<file path="config.mk">
export PLATFORM = sky130hd
export DESIGN_NAME = software_watchdog_timer
export DESIGN_NICKNAME = d
export VERILOG_FILES = /design/src/watchdog_pkg.sv /design/src/watchdog_cfg_cell.sv /design/src/software_watchdog_timer.sv
export VERILOG_INCLUDE_DIRS = /design/src
export SDC_FILE = /design/constraint.sdc
export NUM_CORES = 1
export LEC_CHECK = 0
export ABC_CLOCK_PERIOD_IN_PS = 2650
export BUFFER_PORTS_ARGS = -buffer_cell sky130_fd_sc_hd__buf_2
export CAP_MARGIN = 20
export CORE_ASPECT_RATIO = 1.75
export CORE_MARGIN = 3
export CORE_UTILIZATION = 53
export CTS_BUF_LIST = sky130_fd_sc_hd__clkbuf_16
export DETAILED_ROUTE_END_ITERATION = 6
export PLACE_DENSITY = 0.8
export SYNTH_ARGS = -nofsm -noshare
export SYNTH_HDL_FRONTEND = slang
export SYNTH_SLANG_ARGS = --single-unit
</file>
<file path="constraint.sdc">
create_clock -name clk_sys -period 2.65 [get_ports clk_sys]
set_clock_uncertainty 0.15 [all_clocks]
set_input_delay 0 -clock clk_sys [delete_from_list [all_inputs] [get_ports clk_sys]]
set_output_delay 0 -clock clk_sys [all_outputs]
set_load 0.05 [all_outputs]
</file>
<file path="src/watchdog_map.svh">
// register offsets, field positions, reset values and timing counts of the watchdog
// assumes inclusion by bare name from the design files
`ifndef WATCHDOG_MAP_SVH
`define WATCHDOG_MAP_SVH
`define WD_ADDR_W 16
`define WD_SERVICE_ADDR 16'h103A
`define WD_CONFIG_ADDR 16'h1039
`define WD_STATUS_ADDR 16'h1038
`define WD_KEY_FIRST 8'h55
`define WD_KEY_SECOND 8'hAA
`define WD_CNT_W 21
`define WD_RATE_LO 0
`define WD_RATE_HI 1
`define WD_RATE_RESET 2'h0
`define WD_EXP_BASE 15
`define WD_EXP_STEP 2
`define WD_VECTOR_NORMAL 16'hFFFE
`define WD_VECTOR_WATCHDOG 16'hFFFA
`define WD_RESET_PULSE 4'h4
`endif

</file>
<file path="src/watchdog_pkg.sv">
// types shared by the watchdog design files
// assumes watchdog_map.svh for the numbers
package watchdog_pkg;
    typedef enum logic [1:0] {
        KEY_IDLE,
        KEY_ARMED
    } key_state_t;
    typedef logic [1:0] rate_t;
endpackage

</file>
<file path="src/watchdog_cfg_cell.sv">
// nonvolatile disable cell: holds the disable bit, set by an external programming port
// assumes the programming port stands for an eeprom write path outside software reach
`timescale 1ns/1ps
`include "watchdog_map.svh"
module watchdog_cfg_cell (
    input wire logic clk_sys,
    input wire logic clk_en,
    input wire logic prog_we,
    input wire logic prog_value,
    output logic disable_out
);
    // no reset on purpose: a power cycle or reset keeps the stored value
    logic cell_reg = 1'b0;
    always_ff @(posedge clk_sys) begin
        if (clk_en && prog_we) begin
            cell_reg <= prog_value;
        end
    end
    assign disable_out = cell_reg;
endmodule

</file>
<file path="src/software_watchdog_timer.sv">
// software watchdog: counts bus cycles, forces reset unless serviced by a two-key write
// assumes one clock, synchronous inputs and a one-cycle strobe register port
//
// Overview of operation
// - a timeout resets the system unless the stored nonvolatile disable bit is set.
// - in a special mode the disable bit may be overridden to block the hardware reset.
// - rate field 00,01,10,11 gives timeouts of 2^15, 2^17, 2^19 and 2^21 bus cycles.
// - both rate bits are zero after reset, giving the shortest timeout.
// - a write of 0x55 then 0xAA to the service register, or any write to the config register, restarts the watchdog.
// - any number of other bus cycles may fall between the two key writes.
// - reading the service register returns nothing useful and changes no state.
// - a watchdog reset is fetched through its own vector, apart from the normal one.
`timescale 1ns/1ps
`include "watchdog_map.svh"
module software_watchdog_timer (
    input wire logic clk_sys,
    input wire logic rstn,
    input wire logic clk_en,
    input wire logic [15:0] addr,
    input wire logic [7:0] wdata,
    input wire logic wr_stb,
    input wire logic rd_stb,
    output logic [7:0] rdata,
    input wire logic special_mode,
    input wire logic prog_we,
    input wire logic prog_value,
    output logic watchdog_reset,
    output logic [15:0] reset_vector
);
    localparam int CNT_W = `WD_CNT_W;

    logic watchdog_disable;
    logic [1:0] rate_reg;
    logic override_reg;
    logic [CNT_W-1:0] count_reg;
    watchdog_pkg::key_state_t key_reg;
    logic wd_cause_reg;
    logic [3:0] pulse_reg;
    logic timeout;
    logic service_done;
    logic enabled;

    // timeout count for a rate code
    function automatic logic [CNT_W-1:0] limit_of(input logic [1:0] rate);
        logic [4:0] exp_v;
        exp_v = 5'(`WD_EXP_BASE + `WD_EXP_STEP * int'(rate));
        limit_of = CNT_W'((22'h1 << exp_v) - 22'h1);
    endfunction

    watchdog_cfg_cell u_cfg (
        .clk_sys(clk_sys),
        .clk_en(clk_en),
        .prog_we(prog_we),
        .prog_value(prog_value),
        .disable_out(watchdog_disable)
    );

    wire wr_svc = wr_stb && (addr == `WD_SERVICE_ADDR);
    wire wr_cfg = wr_stb && (addr == `WD_CONFIG_ADDR);
    // override only counts in special mode, where it keeps timeouts from resetting
    assign enabled = !watchdog_disable && !(special_mode && override_reg);
    assign service_done = wr_svc && (wdata == `WD_KEY_SECOND)
                          && (key_reg == watchdog_pkg::KEY_ARMED);
    assign timeout = enabled && (count_reg == limit_of(rate_reg));

    // configuration: rate field and special-mode override bit
    always_ff @(posedge clk_sys or negedge rstn) begin
        if (!rstn) begin
            rate_reg <= `WD_RATE_RESET;
            override_reg <= 1'b0;
        end else if (clk_en && wr_cfg) begin
            rate_reg <= wdata[`WD_RATE_HI:`WD_RATE_LO];
            override_reg <= special_mode ? wdata[7] : 1'b0;
        end
    end

    // key sequence: reads never touch it; other cycles keep the armed state
    always_ff @(posedge clk_sys or negedge rstn) begin
        if (!rstn) begin
            key_reg <= watchdog_pkg::KEY_IDLE;
        end else if (clk_en && wr_svc) begin
            case (key_reg)
                watchdog_pkg::KEY_IDLE: begin
                    if (wdata == `WD_KEY_FIRST) begin
                        key_reg <= watchdog_pkg::KEY_ARMED;
                    end
                end
                watchdog_pkg::KEY_ARMED: begin
                    // 0x55 again stays armed, anything else drops it
                    if (wdata == `WD_KEY_SECOND) begin
                        key_reg <= watchdog_pkg::KEY_IDLE;
                    end else if (wdata != `WD_KEY_FIRST) begin
                        key_reg <= watchdog_pkg::KEY_IDLE;
                    end
                end
                default: key_reg <= watchdog_pkg::KEY_IDLE;
            endcase
        end
    end

    // bus-cycle counter; a rate write restarts it so it never sits above a lower limit
    always_ff @(posedge clk_sys or negedge rstn) begin
        if (!rstn) begin
            count_reg <= '0;
        end else if (clk_en) begin
            if (service_done || timeout || !enabled || wr_cfg) begin
                count_reg <= '0;
            end else begin
                count_reg <= count_reg + CNT_W'(1);
            end
        end
    end

    // reset pulse and cause; cause survives the pulse so the vector stays selected
    always_ff @(posedge clk_sys or negedge rstn) begin
        if (!rstn) begin
            pulse_reg <= 4'h0;
            wd_cause_reg <= 1'b0;
        end else if (clk_en) begin
            if (timeout) begin
                pulse_reg <= `WD_RESET_PULSE;
                wd_cause_reg <= 1'b1;
            end else if (pulse_reg != 4'h0) begin
                pulse_reg <= pulse_reg - 4'h1;
            end else if (wr_svc) begin
                wd_cause_reg <= 1'b0;
            end
        end
    end

    assign watchdog_reset = (pulse_reg != 4'h0);
    assign reset_vector = wd_cause_reg ? `WD_VECTOR_WATCHDOG : `WD_VECTOR_NORMAL;

    // read port: service register gives zero and changes nothing
    always_ff @(posedge clk_sys or negedge rstn) begin
        if (!rstn) begin
            rdata <= 8'h00;
        end else if (clk_en && rd_stb) begin
            case (addr)
                `WD_CONFIG_ADDR: rdata <= {override_reg, 5'h00, rate_reg};
                `WD_STATUS_ADDR: rdata <= {4'h0, wd_cause_reg, watchdog_disable,
                                           enabled, key_reg == watchdog_pkg::KEY_ARMED};
                default: rdata <= 8'h00;
            endcase
        end
    end

    // checks
    svc_clears_a: assert property (@(posedge clk_sys) disable iff (!rstn)
        clk_en && service_done |=> count_reg == '0)
        else $error("counter not cleared by key sequence");
    timeout_resets_a: assert property (@(posedge clk_sys) disable iff (!rstn)
        clk_en && timeout |=> watchdog_reset [*4])
        else $error("timeout did not reset");
    disabled_quiet_a: assert property (@(posedge clk_sys) disable iff (!rstn)
        !enabled |-> !timeout)
        else $error("timeout while disabled");
    read_no_effect_a: assert property (@(posedge clk_sys) disable iff (!rstn)
        clk_en && rd_stb && !wr_stb |=> $stable(key_reg))
        else $error("read changed key state");
    vector_sel_a: assert property (@(posedge clk_sys) disable iff (!rstn)
        watchdog_reset |-> reset_vector == `WD_VECTOR_WATCHDOG)
        else $error("wrong reset vector");
    shortest_limit_a: assert property (@(posedge clk_sys) disable iff (!rstn)
        timeout && rate_reg == 2'h0 |-> count_reg == 21'h007FFF)
        else $error("wrong timeout count");
    armed_keep_a: assert property (@(posedge clk_sys) disable iff (!rstn)
        key_reg == watchdog_pkg::KEY_ARMED && !wr_svc |=> key_reg == watchdog_pkg::KEY_ARMED)
        else $error("armed state lost");
    arm_first_a: assert property (@(posedge clk_sys) disable iff (!rstn)
        clk_en && wr_svc && wdata == 8'h55 |=> key_reg == watchdog_pkg::KEY_ARMED)
        else $error("first key not taken");

    // special-mode override keeps the watchdog out of force
    override_blocks_a: assert property (@(posedge clk_sys) disable iff (!rstn)
        special_mode && override_reg |-> !enabled)
        else $error("override did not block watchdog");

    // stored disable bit keeps the watchdog out of force
    disable_blocks_a: assert property (@(posedge clk_sys) disable iff (!rstn)
        watchdog_disable |-> !enabled)
        else $error("disable bit ignored");

    // cleared cell outside special mode always runs the watchdog
    enabled_default_a: assert property (@(posedge clk_sys) disable iff (!rstn)
        !watchdog_disable && !special_mode |-> enabled)
        else $error("watchdog not running");

    // a disabled watchdog holds its counter at zero
    idle_count_a: assert property (@(posedge clk_sys) disable iff (!rstn)
        clk_en && !enabled |=> count_reg == '0)
        else $error("counter ran while disabled");

    // one count per enabled bus cycle
    count_step_a: assert property (@(posedge clk_sys) disable iff (!rstn)
        clk_en && enabled && !service_done && !timeout && !wr_cfg
        |=> count_reg == $past(count_reg) + CNT_W'(1))
        else $error("counter step wrong");

    // clock enable low freezes every piece of state
    freeze_a: assert property (@(posedge clk_sys) disable iff (!rstn)
        !clk_en |=> $stable(count_reg) && $stable(key_reg) && $stable(pulse_reg)
        && $stable(rate_reg))
        else $error("state moved while frozen");

    // counter never passes the selected limit
    count_below_a: assert property (@(posedge clk_sys) disable iff (!rstn)
        count_reg <= limit_of(rate_reg))
        else $error("counter above limit");

    // any foreign value to the service register drops the sequence
    key_drop_a: assert property (@(posedge clk_sys) disable iff (!rstn)
        clk_en && wr_svc && wdata != 8'h55 && wdata != 8'hAA
        |=> key_reg == watchdog_pkg::KEY_IDLE)
        else $error("foreign key kept sequence");

    // a second key with no first key does not restart
    lone_second_a: assert property (@(posedge clk_sys) disable iff (!rstn)
        clk_en && wr_svc && key_reg == watchdog_pkg::KEY_IDLE && enabled && !timeout
        |=> count_reg == $past(count_reg) + CNT_W'(1))
        else $error("lone second key restarted");

    // a finished sequence returns to idle
    disarm_after_a: assert property (@(posedge clk_sys) disable iff (!rstn)
        clk_en && service_done |=> key_reg == watchdog_pkg::KEY_IDLE)
        else $error("sequence not closed");

    // reset pulse ends when its count runs out
    pulse_end_a: assert property (@(posedge clk_sys) disable iff (!rstn)
        clk_en && pulse_reg == 4'h1 && !timeout |=> !watchdog_reset)
        else $error("reset pulse too long");

    // a timeout marks the watchdog as reset cause
    cause_set_a: assert property (@(posedge clk_sys) disable iff (!rstn)
        clk_en && timeout |=> wd_cause_reg)
        else $error("cause not recorded");

    // without a watchdog cause the normal vector is shown
    vector_normal_a: assert property (@(posedge clk_sys) disable iff (!rstn)
        !wd_cause_reg |-> reset_vector == `WD_VECTOR_NORMAL)
        else $error("wrong normal vector");

    // rate field moves only on a config write
    rate_hold_a: assert property (@(posedge clk_sys) disable iff (!rstn)
        !(clk_en && wr_cfg) |=> $stable(rate_reg))
        else $error("rate changed unasked");

    // a config write takes the rate bits
    rate_write_a: assert property (@(posedge clk_sys) disable iff (!rstn)
        clk_en && wr_cfg |=> rate_reg == $past(wdata[`WD_RATE_HI:`WD_RATE_LO]))
        else $error("rate write lost");

    // a disabled watchdog never starts a reset pulse
    no_reset_idle_a: assert property (@(posedge clk_sys) disable iff (!rstn)
        !enabled && !watchdog_reset |=> !watchdog_reset)
        else $error("reset while disabled");

    // reads do not disturb the count
    read_no_count_a: assert property (@(posedge clk_sys) disable iff (!rstn)
        clk_en && rd_stb && !wr_stb && enabled && !timeout
        |=> count_reg == $past(count_reg) + CNT_W'(1))
        else $error("read disturbed counter");

    // the service register reads as zero
    svc_read_zero_a: assert property (@(posedge clk_sys) disable iff (!rstn)
        clk_en && rd_stb && addr == `WD_SERVICE_ADDR |=> rdata == 8'h00)
        else $error("service read not zero");

    // read data stand until the next read
    rdata_hold_a: assert property (@(posedge clk_sys) disable iff (!rstn)
        !(clk_en && rd_stb) |=> $stable(rdata))
        else $error("read data moved");

    // the disable cell changes only through its programming port
    cell_hold_a: assert property (@(posedge clk_sys) disable iff (!rstn)
        !(clk_en && prog_we) |=> $stable(watchdog_disable))
        else $error("disable cell moved");

    // one timeout per period, the counter restarts at once
    timeout_once_a: assert property (@(posedge clk_sys) disable iff (!rstn)
        clk_en && timeout |=> !timeout)
        else $error("timeout repeated");

    // override cannot be set outside special mode
    override_mode_a: assert property (@(posedge clk_sys) disable iff (!rstn)
        clk_en && wr_cfg && !special_mode |=> !override_reg)
        else $error("override set in normal mode");

    // key state moves only on service writes
    key_steady_a: assert property (@(posedge clk_sys) disable iff (!rstn)
        clk_en && !wr_svc |=> key_reg == $past(key_reg))
        else $error("key state moved");

    // a service write after the pulse clears the cause
    cause_clear_a: assert property (@(posedge clk_sys) disable iff (!rstn)
        clk_en && wr_svc && !timeout && pulse_reg == 4'h0 |=> !wd_cause_reg)
        else $error("cause not cleared");
endmodule

</file>
After elaboration in Yosys (flattened, before gate mapping)
Index checks and enable logic that the tools add are counted.
{"block": "word_totals", "register_bits": 40, "latch_bits": 0, "mem_bits_rw": 0, "rom_bits": 0, "inputBits": 32, "output_inout_bits": 25, "wordCells": 61, "memories": 0}
{"block": "op_classes", "n_addsub": 4, "mul": 0, "div": 0, "n_lt_le_gt_ge": 0, "eq_ne": 11, "shift": 1, "muxes": 13, "bitwise_logic": 0, "reduce_logical": 24}
{"operator": "equality test 16 x 13 -> 1 bit (second input constant)", "n": 3}
{"operator": "adder 21 x 1 -> 21 bit (second input constant)", "n": 1}
{"operator": "equality test 21 bit", "n": 1}
{"operator": "2-to-1 mux 21 bit", "n": 1}
{"operator": "left shift 1 x 5 -> 21 bit (first input constant)", "n": 1}
{"operator": "subtractor 21 x 1 -> 21 bit (second input constant)", "n": 1}
{"operator": "case mux 8 bit (2 select lines)", "n": 1}
{"operator": "logical AND 1 bit", "n": 11}
{"operator": "equality test 8 x 7 -> 1 bit (second input constant)", "n": 1}
{"operator": "equality test 8 bit (second input constant)", "n": 1}
{"operator": "2-to-1 mux 4 bit", "n": 2}
{"operator": "!= test 8 x 7 -> 1 bit (second input constant)", "n": 1}
{"operator": "2-to-1 mux 2 bit", "n": 3}
{"operator": "AND reduction 3 bit", "n": 2}
{"operator": "adder 4 x 3 -> 5 bit (first input constant)", "n": 1}
{"operator": "2-to-1 mux 1 bit", "n": 4}
{"operator": "case mux 2 bit (2 select lines)", "n": 1}
{"operator": "nonzero test 2 bit", "n": 2}
{"operator": "nonzero test 4 bit", "n": 1}
{"operator": "subtractor 4 x 1 -> 4 bit (second input constant)", "n": 1}
{"operator": "zero test 1 bit", "n": 3}
{"operator": "logical OR 1 bit", "n": 3}
{"operator": "2-to-1 mux 3 bit", "n": 1}
{"operator": "!= test 3 x 1 -> 1 bit (second input constant)", "n": 1}
{"operator": "5 further kinds", "n": 5}

Longest topological paths before layout
{"block": "logic_depth", "word_depth": 9, "depth_mapped": 9, "depth_no_buf": 7}

Hierarchy
Synthesis repeated with hierarchy kept, for this count alone.
{"block": "unflattened", "cells_unflattened": 220, "hier_area_um2": 2148.3}
{"module": "software_watchdog_timer", "instances": 1, "cells_each": 218, "area_per_inst_um2": 2112.0, "seq_area_each_um2": 875.8}
{"module": "watchdog_cfg_cell", "instances": 1, "cells_each": 2, "area_per_inst_um2": 36.3, "seq_area_each_um2": 30.0}

Worst setup path before layout
No wires, ideal clock.
{"block": "synth_path", "kind": "reg-to-reg", "startpoint": "register count_reg[0]", "endpoint": "register count_reg[12]", "arrival_ns": 1.873, "t_required_ns": 2.381, "path_slack_ns": 0.509, "path_stages_with_launch": 10, "path_buffers": 2, "synth_period_minus_slack_ns": 2.141, "cell_sequence": "dfrtp_1 ha_1 and4_1 o2111ai_1 a2111oi_4 nor3_2 nor2b_2 buf_4 buf_6 nor2_1"}
{"block": "synth_via", "elab_chain_cells": 6}
{"item": "start: declaration", "line_no": "software_watchdog_timer.sv:35", "source": "logic [CNT_W-1:0] count_reg;"}
{"item": "start signal: assignment", "line_no": "software_watchdog_timer.sv:109", "source": "count_reg <= count_reg + CNT_W'(1);"}
{"item": "parallel branches: the longest is 5 deep, another holds adder 21 x 1 -> 21 bit"}
{"item": "2-to-1 mux 21 bit *", "line_no": "software_watchdog_timer.sv:106", "source": "if (service_done || timeout || !enabled || wr_cfg) begin"}
Mark *: on every way between the ends.
A chain may end at the register's enable or synchronous reset.

Worst setup path after layout
{"block": "layout_path", "startpoint": "register count_reg[0]", "endpoint": "register count_reg[14]"}
The elaborated chain is that of the path after synthesis.

==> summary.md <==
| Metric | Value |
|---|---|
| Number of flip-flops in the largest register | `21` |
| Crit start category | `register` |
| Number of nets still failing antenna checks after routing | `0` |
| Wire length of the first global-routing pass | `between 8000 and 9000 µm` |
| CTS root buf | `sky130_fd_sc_hd__clkbuf_16` |
| Clock transition at the registers of the reported paths | `approximately 0.05 ns` |
| Unrepaired setup endpoints after global routing | `no` |
| Worst reg2reg path depth | `8` |
| Detailed-route DRC error count | `0` |
| Element type at the critical path end | `register` |
| Setup Viol. Count Final | `0` |
| DPL Wire Length | `3700 µm` |
| Total global-route track usage | `0.210` |
| Worst max-slew margin expressed relative to the limit | `0.482` |
| Data arrival time of the worst path | `roughly 2.4 ns` |
| Maximum fanout encountered on the critical timing path | `16` |
| Number of vias in the routed layout | `around 2000` |
| Area of the die | `between 5000 and 6000 µm²` |
| Count of fill cells added during filler insertion | `approximately 330` |
| Gr ovfl total | `0` |
| Ordered cell list for the critical path | `ha_1, and4_1, o2111ai_1, a2111oi_4, nor3_2, nor2b_2, buf_4, nor2_1` |
| Vias per cell | `between 5 and 6` |
| Top cell type's share of synthesized area | `0.386` |
| DRC violation total after the first TritonRoute iteration | `between 50 and 60` |
| Routed wire length per instance | `around 14 µm` |
| Number of H-tree levels | `2` |
| Class of the tightest hold or removal check | `in -> reg` |
| End point of the worst hold path | `rdata[0]` |
| Final Hold Fails | `0` |
| Total negative slack for setup checks | `0 ns` |
| Count of TritonRoute iterations in the first routing pass | `4` |
| Hold path cells | `4` |
| Number of placement rows | `30` |
| Register bit total from synthesis | `36` |
| Number of antenna violations at the first check in global routing | `0` |
| Area of the multi-input gates | `~1200 µm²` |
| Max Cap Violations | `0` |
| Number of synthesis warnings | `0` |
| Area inside the core boundary | `about 4000 µm²` |
| Maximum vdd ir drop | `roughly 0.55 mV` |
| Synth-to-layout area growth | `19.1%` |
| ANT cells | `0` |
| Pleak | `1.30 nW` |
| Post-synth cell types | `47` |
| Status | `finished clean` |
| Number of pins with negative max-slew slack in the final report | `0` |
| Transition time at the pin with the least slew margin | `roughly 0.78 ns` |
| CP max-delay cell | `sky130_fd_sc_hd__a2111oi_4` |
| Ranking of synthesized cells by area | `sky130_fd_sc_hd__dfrtp_1 (39%), sky130_fd_sc_hd__buf_4 (6.3%), sky130_fd_sc_hd__nor2_1 (4.8%), sky130_fd_sc_hd__nand2_1 (4.3%), sky130_fd_sc_hd__xor2_1 (4.2%)` |
| CTS tree | `done` |
| Maximum cell stage delay along the critical path | `roughly 0.53 ns` |
| Number of nets at the end of the flow | `between 300 and 400` |
| Area of the mapped netlist | `roughly 2300 µm²` |
| Number of cells produced by synthesis | `252` |
| Initial standard-cell utilization of the core | `0.565` |
| Sequential cell area fraction in the yosys report | `0.399` |
| Worst setup path category | `reg -> reg` |
| Clock net sink count | `36` |
| Share of the cycle needed by the critical path after routing | `0.884` |
| Launch instance of the worst min-delay path | `rd_stb` |
| Cell type with the highest aggregate area in the netlist | `sky130_fd_sc_hd__dfrtp_1` |
| Number of flops mapped to enable cells by yosys | `1` |
| Number of buffers created by CTS | `5` |
| Leading register cell type out of synthesis | `sky130_fd_sc_hd__dfrtp_1` |
| WHS | `slightly below 0.006 ns` |
| Final routed wirelength across all metal layers | `5080 µm` |
| Critical register-to-register path endpoint | `count_reg[14]` |
| Fmax | `roughly 430 MHz` |
| Post-Synthesis Mean Instance Area | `between 9 and 10 µm²` |
| Vias in the first global route | `between 1500 and 2000` |
| Largest net degree at the start of global routing | `36` |
| Worst endpoint required time | `2.66 ns` |
| Buffers added on ports | `38` |
| Sequential cell area | `906 µm²` |
| IO Pins | `57` |
| Share of flip-flops with an asynchronous set or reset after synthesis | `0.972` |
| Setup slack, reg-to-reg | `between 0.3 and 0.4 ns` |
| Number of buffers between clock root and the deepest sink | `2` |
| Clk_lat worst skew | `0.28 ns` |
| Worst R2R Start | `count_reg[0]` |
| Ratio of total power to cell area | `534 nW/µm²` |
| Layout cells sized above 1 | `0.166` |
| Routability congestion estimate from global placement | `around 0.86` |
| Die Ht | `92.6 µm` |
| Final min period | `about 2.3 ns` |
| Overall die width | `between 50 and 60 µm` |
[routing by layer]
layer,GRT usage,vias to the layer above,wire [µm]
li1,-,943,-
met5,0,-,0
met3,0.0349,14,183
met1,0.232,952,1990
met2,0.386,45,2780
met4,0.0913,0,134
[worst max-delay path by stage]
stage,startpoint,end,slack (ns)
floorplan,count_reg[0],count_reg[12],0.51
finish,count_reg[0],count_reg[14],0.31
CTS,count_reg[0],count_reg[14],0.31
global placement,count_reg[0],count_reg[7],0.43
detailed placement,count_reg[0],count_reg[14],0.36
global route,rate_reg[1],count_reg[18],0.14
[critical path, delay by kind of cell, from the launching register on]
family,cells,cell delay [ns]
fa+ha+maj,1,0.17
compound gates,2,0.69
buf+inv,1,0.22
flops,1,0.43
simple gates,4,0.58
[cell usage after synthesis (all sizes together), types with 2 or more instances]
cell / instances
nand4: 6
and3: 8
o41ai: 3
or3: 2
xnor2: 8
and4: 4
a21oi: 2
nand2b: 4
nand3: 11
xor2: 11
nor2b: 2
ha: 6
o21ai: 11
nor4bb: 4
nor3b: 3
nor2: 29
mux2: 2
buf: 23
nor3: 8
dfrtp: 35
o31ai: 2
a21o: 4
a22o: 3
a211oi: 2
nor4: 3
inv: 9
conb: 2
and2: 3
clkbuf: 4
nand2: 26
mux2i: 2
[report_power, final]
part	total, W	internal, W	switching, W
Sequential	0.000623	0.000587	0.0000356
Combinational	0.000275	0.000104	0.000172
Clock	0.000546	0.000339	0.000207
Total	0.00144	0.00103	0.000414
[layout make-up]
type,instances,share of cell area
Clock inverter,3,0.00463
Tap cell,48,0.0222
Clock buffer,5,0.0463
Multi-Input combinational cell,200,0.452
Sequential cell,36,0.335
Timing Repair Buffer,54,0.128
Inverter,9,0.0125
[layout by cell type, fill, tap and decap left out, types with 10 or more instances in the layout]
cell type and n:
sky130_fd_sc_hd__nand3_1 11, sky130_fd_sc_hd__buf_2 38, sky130_fd_sc_hd__xor2_1 11, sky130_fd_sc_hd__dlygate4sd3_1 14, sky130_fd_sc_hd__o21ai_0 10, sky130_fd_sc_hd__dfrtp_1 35, sky130_fd_sc_hd__inv_1 11, sky130_fd_sc_hd__nand2_1 26
sky130_fd_sc_hd__conb_1 22, sky130_fd_sc_hd__nor2_1 29
[metrics by stage]
stage | total power (W) | setup WS, ns | std cells | utilization | instance area [µm²]
finish | 0.00144 | 0.306 | 355 | 0.673 | 2700
global route | 0.00151 | 0.135 | 355 | 0.673 | 2700
global placement | 0.000885 | 0.434 | 333 | 0.604 | 2430
floorplan | 0.000839 | 0.509 | 272 | - | 2350
detailed placement | 0.000893 | 0.356 | 333 | 0.604 | 2430
CTS | 0.00145 | 0.313 | 355 | 0.673 | 2700
[cells by family (layout without fill, tap and decap cells)]
| kind of cell | Yosys count | in the layout | synth area share |
|---|---|---|---|
| XOR/XNOR | 19 | 19 | 0.0733 |
| flip-flops | 36 | 36 | 0.399 |
| other | 2 | 22 | 0.00331 |
| AO/OA/AOI/OAI | 32 | 32 | 0.105 |
| adder cells (fa/ha/maj) | 6 | 6 | 0.0331 |
| AND/OR/NAND/NOR | 117 | 117 | 0.272 |
| buffers and inverters | 36 | 71 | 0.0964 |
| multiplexers | 4 | 4 | 0.0187 |
[what timing repair did]
action                                 CTS  global route
endpoints found under the hold margin   44             0
hold buffers                            14             0
resized for setup                        0             0
setup buffers                            0             0
(Power assumes the default switching activity.)
